===== src/common/gpio_pkg.sv =====
`default_nettype none
package gpio_pkg;

	localparam int unsigned NUM_PORTS = 3;
	localparam int unsigned PORT_W    = 8;
	localparam int unsigned APB_AW    = 8;
	localparam int unsigned APB_DW    = 32;

	// Port numbering used on every per-port vector: 0 = A, 1 = B, 2 = C.
	localparam int unsigned PORT_A = 0;
	localparam int unsigned PORT_B = 1;
	localparam int unsigned PORT_C = 2;

	// Register indices; the byte address is four times the index.
	localparam logic [3:0] IDX_PORT_C_DATA      = 4'h0;
	localparam logic [3:0] IDX_PORT_C_DIRECTION = 4'h1;
	localparam logic [3:0] IDX_PORT_C_OPTION    = 4'h2;
	localparam logic [3:0] IDX_PORT_B_DATA      = 4'h4;
	localparam logic [3:0] IDX_PORT_B_DIRECTION = 4'h5;
	localparam logic [3:0] IDX_PORT_B_OPTION    = 4'h6;
	localparam logic [3:0] IDX_PORT_A_DATA      = 4'h8;
	localparam logic [3:0] IDX_PORT_A_DIRECTION = 4'h9;
	localparam logic [3:0] IDX_PORT_A_OPTION    = 4'hA;
	localparam logic [3:0] IDX_IRQ_STATUS       = 4'hC;
	localparam logic [3:0] IDX_IRQ_MASK         = 4'hD;

	// Address fields of the byte address.
	localparam int unsigned ADDR_IDX_LSB = 2;
	localparam int unsigned ADDR_IDX_MSB = 5;
	localparam int unsigned ADDR_TOP_LSB = 6;

	localparam logic [7:0]  PORT_RESET  = 8'h00;
	localparam logic [2:0]  GROUP_RESET = 3'h0;
	localparam logic [31:0] RDATA_ZERO  = 32'h0000_0000;

	// Pins that exist on each port; port C has six.
	localparam logic [7:0] PINS_A = 8'hFF;
	localparam logic [7:0] PINS_B = 8'hFF;
	localparam logic [7:0] PINS_C = 8'h3F;

	typedef logic [NUM_PORTS-1:0][PORT_W-1:0] port_vec_t;

	// Software view of all three ports.
	typedef struct packed {
		port_vec_t data;
		port_vec_t direction;
		port_vec_t option;
	} port_regs_s;

	// Pad controls driven toward the pins.
	typedef struct packed {
		port_vec_t pin_out;
		port_vec_t pin_oe;
		port_vec_t pull_up;
	} pad_ctrl_s;

	// Interrupt bookkeeping: request, status and mask bits per port group, and one irq bit.
	typedef struct packed {
		logic [NUM_PORTS-1:0] request;
		logic [NUM_PORTS-1:0] status;
		logic [NUM_PORTS-1:0] mask;
		logic                 irq;
	} irq_regs_s;

	// Registered APB answer.
	typedef struct packed {
		logic              ready;
		logic              slverr;
		logic [APB_DW-1:0] rdata;
	} apb_resp_s;

endpackage : gpio_pkg
`default_nettype wire


===== src/design/three_port_gpio_block.sv =====
// Functional notes
// - Direction bit 0 input, 1 output.
// - Data writes always update the output latch.
// - Data read: latch if output, pin if input.
// - Input option 0 floating, 1 interrupt input.
// - Ports B, C output: open drain or push-pull.
// - Port A output is true open drain.
// - Pull-up and high side only when needed.
// - All port registers reset to zero.
// - Unimplemented option bits: direction alone decides.
// - Register bit n controls pin n.
// - Enabled interrupt pins ORed per group.
// - Pins set to output by direction never raise interrupt requests.
// - Alternate peripheral output overrides data and direction.
`default_nettype none
module three_port_gpio_block #(
	parameter logic [7:0] OPTION_IMPL_A = 8'hFF,
	parameter logic [7:0] OPTION_IMPL_B = 8'hFF,
	parameter logic [7:0] OPTION_IMPL_C = 8'hFF
) (
	input  wire logic                      CLK_SYS_I,
	input  wire logic                      NRST_I,
	input  wire logic                      PSEL_I,
	input  wire logic                      PENABLE_I,
	input  wire logic                      PWRITE_I,
	input  wire logic [gpio_pkg::APB_AW-1:0] PADDR_I,
	input  wire logic [gpio_pkg::APB_DW-1:0] PWDATA_I,
	input  wire logic [3:0]                PSTRB_I,
	output logic                           PREADY_O,
	output logic                           PSLVERR_O,
	output logic [gpio_pkg::APB_DW-1:0]    PRDATA_O,
	input  wire gpio_pkg::port_vec_t       PIN_I,
	output gpio_pkg::port_vec_t            PIN_O,
	output gpio_pkg::port_vec_t            PIN_OE_O,
	output gpio_pkg::port_vec_t            PULL_UP_O,
	input  wire gpio_pkg::port_vec_t       ALT_EN_I,
	input  wire gpio_pkg::port_vec_t       ALT_OUT_I,
	output logic [gpio_pkg::NUM_PORTS-1:0] EXT_IRQ_O,
	output logic                           IRQ_O
);

	typedef struct packed {
		gpio_pkg::port_regs_s regs;
		gpio_pkg::port_vec_t  sync_first;
		gpio_pkg::port_vec_t  sync_second;
		gpio_pkg::pad_ctrl_s  pad;
		gpio_pkg::irq_regs_s  irq;
		gpio_pkg::apb_resp_s  resp;
	} state_s;

	state_s cur;
	state_s next_cur;

	gpio_pkg::port_vec_t pins_present;
	gpio_pkg::port_vec_t option_impl;

	assign pins_present[gpio_pkg::PORT_A] = gpio_pkg::PINS_A;
	assign pins_present[gpio_pkg::PORT_B] = gpio_pkg::PINS_B;
	assign pins_present[gpio_pkg::PORT_C] = gpio_pkg::PINS_C;
	assign option_impl[gpio_pkg::PORT_A]  = OPTION_IMPL_A;
	assign option_impl[gpio_pkg::PORT_B]  = OPTION_IMPL_B;
	assign option_impl[gpio_pkg::PORT_C]  = OPTION_IMPL_C;

	// Maps a register index to its port and kind; kind 0 data, 1 direction, 2 option.
	function automatic logic port_decode(input logic [3:0] idx, output int unsigned port,
			output int unsigned kind);
		logic hit;
		hit  = 1'b1;
		port = gpio_pkg::PORT_A;
		kind = 0;
		case (idx)
			gpio_pkg::IDX_PORT_A_DATA: begin
				port = gpio_pkg::PORT_A;
				kind = 0;
			end
			gpio_pkg::IDX_PORT_A_DIRECTION: begin
				port = gpio_pkg::PORT_A;
				kind = 1;
			end
			gpio_pkg::IDX_PORT_A_OPTION: begin
				port = gpio_pkg::PORT_A;
				kind = 2;
			end
			gpio_pkg::IDX_PORT_B_DATA: begin
				port = gpio_pkg::PORT_B;
				kind = 0;
			end
			gpio_pkg::IDX_PORT_B_DIRECTION: begin
				port = gpio_pkg::PORT_B;
				kind = 1;
			end
			gpio_pkg::IDX_PORT_B_OPTION: begin
				port = gpio_pkg::PORT_B;
				kind = 2;
			end
			gpio_pkg::IDX_PORT_C_DATA: begin
				port = gpio_pkg::PORT_C;
				kind = 0;
			end
			gpio_pkg::IDX_PORT_C_DIRECTION: begin
				port = gpio_pkg::PORT_C;
				kind = 1;
			end
			gpio_pkg::IDX_PORT_C_OPTION: begin
				port = gpio_pkg::PORT_C;
				kind = 2;
			end
			default: begin
				hit = 1'b0;
			end
		endcase
		return hit;
	endfunction

	logic [3:0]  reg_idx;
	logic        addr_ok;
	logic        port_hit;
	int unsigned hit_port;
	int unsigned hit_kind;
	logic        access;

	assign reg_idx = PADDR_I[gpio_pkg::ADDR_IDX_MSB:gpio_pkg::ADDR_IDX_LSB];
	assign addr_ok = (PADDR_I[gpio_pkg::ADDR_IDX_LSB-1:0] == 2'b00)
		&& (PADDR_I[gpio_pkg::APB_AW-1:gpio_pkg::ADDR_TOP_LSB] == '0);
	assign access  = PSEL_I && PENABLE_I;

	always_comb begin
		port_hit = port_decode(reg_idx, hit_port, hit_kind);
	end

	always_comb begin
		gpio_pkg::port_vec_t  opt_eff;
		gpio_pkg::port_vec_t  read_view;
		gpio_pkg::port_vec_t  irq_pin;
		logic [7:0]           byte_rd;
		logic [gpio_pkg::NUM_PORTS-1:0] group_req;
		logic                 mapped;
		opt_eff   = '0;
		read_view = '0;
		irq_pin   = '0;
		byte_rd   = 8'h00;
		group_req = '0;
		mapped    = 1'b0;
		next_cur  = cur;

		// The first stage feeds only the second stage.
		next_cur.sync_first  = PIN_I;
		next_cur.sync_second = cur.sync_first;

		for (int p = 0; p < gpio_pkg::NUM_PORTS; p++) begin
			// Missing option bits read as zero, so direction alone selects the mode.
			opt_eff[p] = cur.regs.option[p] & option_impl[p];
			// Per-bit mux keeps pin n tied to bit n of every register.
			read_view[p] = (cur.regs.direction[p] & cur.regs.data[p])
				| (~cur.regs.direction[p] & cur.sync_second[p]);
			// Interrupts follow the reset polarity: an enabled input held low requests.
			irq_pin[p] = ~cur.regs.direction[p] & opt_eff[p] & ~cur.sync_second[p]
				& pins_present[p];
			group_req[p] = |irq_pin[p];

			for (int n = 0; n < gpio_pkg::PORT_W; n++) begin
				next_cur.pad.pin_out[p][n] = 1'b0;
				next_cur.pad.pin_oe[p][n]  = 1'b0;
				next_cur.pad.pull_up[p][n] = 1'b0;
				if (!pins_present[p][n]) begin
					next_cur.pad.pin_out[p][n] = 1'b0;
				end else if (ALT_EN_I[p][n]) begin
					next_cur.pad.pin_out[p][n] = ALT_OUT_I[p][n];
					next_cur.pad.pin_oe[p][n]  = 1'b1;
				end else if (cur.regs.direction[p][n]) begin
					if (p != gpio_pkg::PORT_A && opt_eff[p][n]) begin
						next_cur.pad.pin_out[p][n] = cur.regs.data[p][n];
						next_cur.pad.pin_oe[p][n]  = 1'b1;
					end else begin
						// Only the low side drives; port A's reserved setting falls here too.
						next_cur.pad.pin_oe[p][n] = ~cur.regs.data[p][n];
					end
				end else begin
					next_cur.pad.pull_up[p][n] = (p != gpio_pkg::PORT_A)
						&& opt_eff[p][n];
				end
			end
		end

		next_cur.irq.request = group_req;
		// A new request in the clearing cycle survives because the set is applied last.
		next_cur.irq.status = cur.irq.status;
		if (access && cur.resp.ready && PWRITE_I && addr_ok && PSTRB_I[0]
				&& reg_idx == gpio_pkg::IDX_IRQ_STATUS) begin
			next_cur.irq.status = cur.irq.status
				& ~PWDATA_I[gpio_pkg::NUM_PORTS-1:0];
		end
		next_cur.irq.status = next_cur.irq.status | (group_req & ~cur.irq.request);
		next_cur.irq.irq = |(next_cur.irq.status & cur.irq.mask);

		// One wait state: ready rises on the second access cycle, where the write lands.
		if (access && cur.resp.ready && PWRITE_I && addr_ok && PSTRB_I[0]) begin
			if (port_hit) begin
				case (hit_kind)
					0: begin
						next_cur.regs.data[hit_port] = PWDATA_I[7:0]
							& pins_present[hit_port];
					end
					1: begin
						next_cur.regs.direction[hit_port] = PWDATA_I[7:0]
							& pins_present[hit_port];
					end
					default: begin
						next_cur.regs.option[hit_port] = PWDATA_I[7:0]
							& pins_present[hit_port] & option_impl[hit_port];
					end
				endcase
			end else if (reg_idx == gpio_pkg::IDX_IRQ_MASK) begin
				next_cur.irq.mask = PWDATA_I[gpio_pkg::NUM_PORTS-1:0];
			end
		end

		if (port_hit) begin
			case (hit_kind)
				0: begin
					byte_rd = read_view[hit_port] & pins_present[hit_port];
				end
				1: begin
					byte_rd = cur.regs.direction[hit_port];
				end
				default: begin
					byte_rd = opt_eff[hit_port];
				end
			endcase
		end else if (reg_idx == gpio_pkg::IDX_IRQ_STATUS) begin
			byte_rd = {5'h00, cur.irq.status};
		end else if (reg_idx == gpio_pkg::IDX_IRQ_MASK) begin
			byte_rd = {5'h00, cur.irq.mask};
		end
		mapped = addr_ok && (port_hit || reg_idx == gpio_pkg::IDX_IRQ_STATUS
			|| reg_idx == gpio_pkg::IDX_IRQ_MASK);

		next_cur.resp.ready  = access && !cur.resp.ready;
		next_cur.resp.slverr = access && !cur.resp.ready && !mapped;
		next_cur.resp.rdata  = gpio_pkg::RDATA_ZERO;
		if (access && !cur.resp.ready && !PWRITE_I && mapped) begin
			next_cur.resp.rdata = {24'h000000, byte_rd};
		end
	end

	always_ff @(posedge CLK_SYS_I) begin
		if (!NRST_I) begin
			cur.regs.data        <= {gpio_pkg::NUM_PORTS{gpio_pkg::PORT_RESET}};
			cur.regs.direction   <= {gpio_pkg::NUM_PORTS{gpio_pkg::PORT_RESET}};
			cur.regs.option      <= {gpio_pkg::NUM_PORTS{gpio_pkg::PORT_RESET}};
			cur.sync_first       <= '0;
			cur.sync_second      <= '0;
			cur.pad              <= '0;
			cur.irq.request      <= gpio_pkg::GROUP_RESET;
			cur.irq.status       <= gpio_pkg::GROUP_RESET;
			cur.irq.mask         <= gpio_pkg::GROUP_RESET;
			cur.irq.irq          <= 1'b0;
			cur.resp.ready       <= 1'b0;
			cur.resp.slverr      <= 1'b0;
			cur.resp.rdata       <= gpio_pkg::RDATA_ZERO;
		end else begin
			cur <= next_cur;
		end
	end

	assign PREADY_O  = cur.resp.ready;
	assign PSLVERR_O = cur.resp.slverr;
	assign PRDATA_O  = cur.resp.rdata;
	assign PIN_O     = cur.pad.pin_out;
	assign PIN_OE_O  = cur.pad.pin_oe;
	assign PULL_UP_O = cur.pad.pull_up;
	assign EXT_IRQ_O = cur.irq.request;
	assign IRQ_O     = cur.irq.irq;

endmodule // three_port_gpio_block
`default_nettype wire


===== config.mk =====
export PLATFORM = sky130hd
export DESIGN_NAME = three_port_gpio_block
export DESIGN_NICKNAME = d
export VERILOG_FILES = /design/src/common/gpio_pkg.sv /design/src/design/three_port_gpio_block.sv
export SDC_FILE = /design/constraint.sdc
export NUM_CORES = 1
export LEC_CHECK = 0
export BUFFER_PORTS_ARGS = -buffer_cell sky130_fd_sc_hd__buf_2
export CAP_MARGIN = 15
export CORE_UTILIZATION = 55
export DETAILED_ROUTE_END_ITERATION = 16
export PLACE_DENSITY = 0.83
export SYNTH_ARGS = -nofsm -noshare
export SYNTH_HDL_FRONTEND = slang
export SYNTH_SLANG_ARGS = --single-unit

===== constraint.sdc =====
create_clock -name CLK_SYS_I -period 4.3 [get_ports CLK_SYS_I]
set_input_delay 0.215 -clock CLK_SYS_I [delete_from_list [all_inputs] [get_ports CLK_SYS_I]]
set_output_delay 0.215 -clock CLK_SYS_I [all_outputs]
set_load 0.03 [all_outputs]

## After elaboration in Yosys (flattened, before gate mapping)

Index checks and enable logic that the tools add are counted.

| word-level totals | value |
|---|---|
| flip-flop bits (word level) | 236 |
| input bits | 121 |
| logic and storage cells | 304 |

| cells by class | value |
|---|---|
| order comparisons | 2 |
| equality and inequality tests | 11 |
| multiplexer cells | 123 |
| bitwise gates (word level) | 55 |
| reductions and logical operators | 59 |

Operator list:

| kind | number |
|---|---|
| 8-bit bitwise AND | 13 |
| 1-bit 2-to-1 mux | 101 |
| 8-bit binary-select mux with 2-bit select | 5 |
| 24-bit bitwise mux | 3 |
| 3-bit OR reduction | 19 |
| 8-bit 2-to-1 mux | 7 |
| 8-bit inverter | 5 |
| 32-bit zero test | 1 |
| 1-bit inverter | 25 |
| 8-bit OR | 3 |
| 4-bit == test, second input constant | 5 |
| 2-bit AND reduction | 9 |
| 8-bit demux with 2-bit select | 1 |
| 8-bit one-hot mux with 2 select lines | 1 |
| 8-bit OR reduction | 2 |
| 1-bit logical AND | 13 |
| 6-bit bitwise AND | 2 |
| 4-bit by 3-bit == test with 1-bit output, second input constant | 3 |
| 3-bit AND reduction | 4 |
| 3-bit bitwise AND | 3 |
| 3-bit 2-to-1 mux | 3 |
| 9-bit OR reduction | 1 |
| 2-bit one-hot mux with 2 select lines | 2 |
| 3-bit inverter | 2 |
| 13 further kinds | 17 |

## Longest topological paths before layout

| depth | value |
|---|---|
| word-level depth | 10 |
| gate-level depth with buffers | 8 |
| depth with buffers taken out | 5 |

## Least setup slack after synthesis

OpenSTA, ideal clock, no wires.

| timing | value |
|---|---|
| path kind | input to register |
| start point | input PADDR_I[1] in the netlist's numbering |
| end point | register cur[218] in the netlist's numbering |
| arrival time | 2,370 ps |
| required time | 4,230 ps |
| slack | 1,861 ps |
| stages | 7 |
| path buffers | 2 |
| cells stage by stage | or4_4 > or3_4 > buf_6 > or4_4 > buf_6 > or3b_1 > a21oi_1 |

| between the ends | value |
|---|---|
| longest elaborated chain between the ends | 5 |

Ends and longest elaborated chain:

| what | RTL line | RTL |
|---|---|---|
| start, declared | three_port_gpio_block.sv:26 | `input wire logic [gpio_pkg::APB_AW-1:0] PADDR_I,` |
| 2-bit zero test | three_port_gpio_block.sv:123 | `assign addr_ok = (PADDR_I[gpio_pkg::ADDR_IDX_LSB-1:0] == 2'b00)` |
| 1-bit logical AND | three_port_gpio_block.sv:124 | `&& (PADDR_I[gpio_pkg::APB_AW-1:gpio_pkg::ADDR_TOP_LSB] == '0);` |
| 1-bit logical AND (2 in a row) | three_port_gpio_block.sv:197 | `if (access && cur.resp.ready && PWRITE_I && addr_ok && PSTRB_I[0]) begin` |
| 3-bit AND reduction (no source line) | -- |  |
| end signal, assigned | three_port_gpio_block.sv:262 | `cur <= next_cur;` |
| end, declared | three_port_gpio_block.sv:51 | `state_s cur;` |

Every way passes these cells.
A chain may end at the register's enable or synchronous reset.

==> impl_metrics.yaml <==
yosys:
  synth-seq-area-share: 0.467
  synth.avg_cell_area_um2: 9.23
  syn_area_mm2: 0.00823
  ys.flop_type: "dfxtp_1"
  synth_top_cell_by_area: "dfxtp_1"
  synthArstFlopShare: 0
  synthTopCellsByArea: "dfxtp_1, buf_4, mux2i_1, nor2_1, and2_1"
  synth-edff-count: 0
  synth_seq_cells: 192
  yosys.area.top_type_share: 0.467
  yosysUniqueCellTypes: 50
  yosysMostFrequentCell: "dfxtp_1"
  ys_warn_count: 0
  synth_cells: 892
  yosys-top-cells-count: "dfxtp_1, nor2_1, buf_4"
setup_path:
  start_kind: "input pin"
  crit_fanout: 59
  path_class: "input pin to register"
  end_kind: "register"
  r2r_slack_ns: 2.12
  required_ns: 4.68
  r2r_start: "PREADY_O"
  r2r_cells: 5
  r2r-end: "cur[204]"
  cp.arrival_ns: 2.65
cells_and_area:
  final_cells: 1185
  num_antenna_cells: 0
  areaGrowthSynthToFinish_pct: 13.8
  final_area_mm2: 0.00937
  post-route-util: 0.642
  layout-drive-gt1-share: 0.219
  n_fill_cell: 1140
  nets: 1110
run_status:
  status: "finished clean"
die:
  start_util: 0.564
  die_y_um: 124
  ios: 231
  dieArea_mm2: 0.0155
  rows: 44
  core-area_mm2: 0.0146
  die_w_um: 124
sta:
  finalCritPeriodShare: 0.527
  finalHoldViolCount: 0
  drv_slew: 0
  fin_setup_tns_ns: 0
  max_slew_margin: 0.344
  layout_min_cycle_time_ns: 2.26
  tightest_slew_ns: 0.978
  hold_ws_ns: 0.0118
  fin_ws_ns: 2.04
  setup_viol: 0
  fmaxAchievable_mhz: 442
  rsz0062_at_grt: "false"
  skew_ns: 0.0118
place:
  dpl_worst_slack_ns: 1.63
  placed_cell_area_mm2: 0.00841
  routabilityCongestion: 0.887
  dp_hpwl_um: 12900
  placed_cells: 1118
  port-buffer-count: 159
power:
  powerDensity_mw_per_mm2: 397
  vdd_drop_max_mv: 0.301
  p_leak_nw: 3.87
  p_clk_frac: 0.424
  p_switching_uw: 895
  p_sw_frac: 0.241
  p_total_mw: 3.72
  p_int_mw: 2.83
  p_comb_frac: 0.085
  p_seq_frac: 0.491
min_path:
  min_to: "cur[148]"
  min_path_cells: 2
  min_from: "PIN_I[8]"
  hold_class: "input pin to register"
clock_network:
  clockRootBuffer: "clkbuf_16"
  clock_sinks: 192
  cts_tree: "built"
  cts.clk_slew.worst_paths_ns: 0.07
  clk_path_buf_depth: 2
  numCtsBuffers: 17
  cts_setup_buffers: 0
  h-tree-depth: 4
  worstSkewPairLatency_ns: 0.43
route:
  wl_um: 18900
  ant_nets: 0
  drt_first_iter_violations: 522
  viasPerCell: 5.34
  routedWlPerCell_um: 15.9
  first_pass_iters: 5
  drc: 0
  vias: 6332
grt:
  grt_max_degree: 60
  grt_pass1_vias: 5939
  grt_use_total: 0.246
  antenna_found_initial: 0
  grt_pass1_wl_um: 30000
  overflow: 0
run:
  maxCapViolCount: 0
==> state kept, by name, indices dropped and copies added (netlist names) <==
| name | count |
|---|---|
| IRQ_O | 1 |
| PIN_OE_O | 22 |
| PULL_UP_O | 14 |
| PRDATA_O | 8 |
| EXT_IRQ_O | 3 |
| PIN_O | 22 |
| PREADY_O | 1 |
| cur | 120 |
| PSLVERR_O | 1 |
==> layer usage <==
| metal | part of all wire | track usage | vias up | wire length, um |
|---|---|---|---|---|
| met5 | 0 | 0 | - | 0 |
| met2 | 0.49 | 0.416 | 249 | 9310 |
| met1 | 0.43 | 0.308 | 2987 | 8120 |
| met3 | 0.056 | 0.0515 | 31 | 1070 |
| met4 | 0.021 | 0.0900 | 0 | 398 |
| li1 | - | - | 3065 | - |
==> power by group through the flow <==
stage / combinational (mW) / clock (mW) / sequential, mW
5_1_grt: 0.340 / 1.68 / 1.83
6_report: 0.318 / 1.58 / 1.83
3_3_place_gp: 0.284 / 0 / 1.87
4_1_cts: 0.314 / 1.59 / 1.83
3_5_place_dp: 0.287 / 0 / 1.87
2_1_floorplan: 0.244 / 0 / 1.87
==> repair_timing <==
action,4_1_cts,5_1_grt
gates resized for setup,0,0
endpoints found under the hold margin,36,0
hold buffers,36,0
==> worst max-delay path by stage <==
stage	depth (start not counted)	from	slack [ns]	end
4_1_cts	5	NRST_I	2.06	PRDATA_O[7]
3_3_place_gp	4	NRST_I	1.63	PULL_UP_O[18]
5_1_grt	5	NRST_I	1.70	PRDATA_O[7]
6_report	5	NRST_I	2.04	IRQ_O
3_5_place_dp	5	NRST_I	1.63	IRQ_O
2_1_floorplan	7	PADDR_I[1]	1.86	cur[218]
==> worst max-delay path, stage by stage <==
cell	delay (ns)
buf_2	0.66
clkinv_2	0.76
a21oi_1	0.62
a32o_1	0.21
a221o_1	0.15
==> cell families (layout without fill, tap and decap cells) <==
group | after synthesis | in the layout | synth area share
AND/OR/NAND/NOR | 340 | 340 | 0.217
flip-flops | 192 | 192 | 0.467
buffers and inverters | 168 | 240 | 0.128
multiplexers | 91 | 91 | 0.112
other | 1 | 38 | 0.000456
AO/OA/AOI/OAI | 100 | 100 | 0.0757
==> placed cells by master, fill, tap and decap left out, types with 7 or more instances in the layout <==
cell type,synthesis,final
buf_2,2,159
nor3b_1,17,17
nor3_2,7,7
mux2_2,10,10
conb_1,1,38
o21ai_0,8,8
nor4b_1,14,14
dlygate4sd3_1,0,36
nor2b_1,9,9
dfxtp_1,192,192
and3_1,10,10
clkbuf_16,0,17
nand3_1,21,21
o211ai_1,8,8
mux2i_1,81,81
and2_1,46,46
inv_1,10,10
nand2_1,40,40
nor2_1,131,131
nand2b_1,19,19
a21oi_1,49,48
==> final cells by class <==
type | count | area (um^2) | share of cell area
Clock buffer | 20 | 467 | 0.0498
Clock inverter | 11 | 130 | 0.0139
Inverter | 11 | 42.5 | 0.00454
Multi-Input combinational cell | 569 | 3480 | 0.371
Sequential cell | 192 | 3840 | 0.410
Tap cell | 184 | 230 | 0.0246
Timing Repair Buffer | 198 | 1180 | 0.126
(Power assumes the default switching activity.)
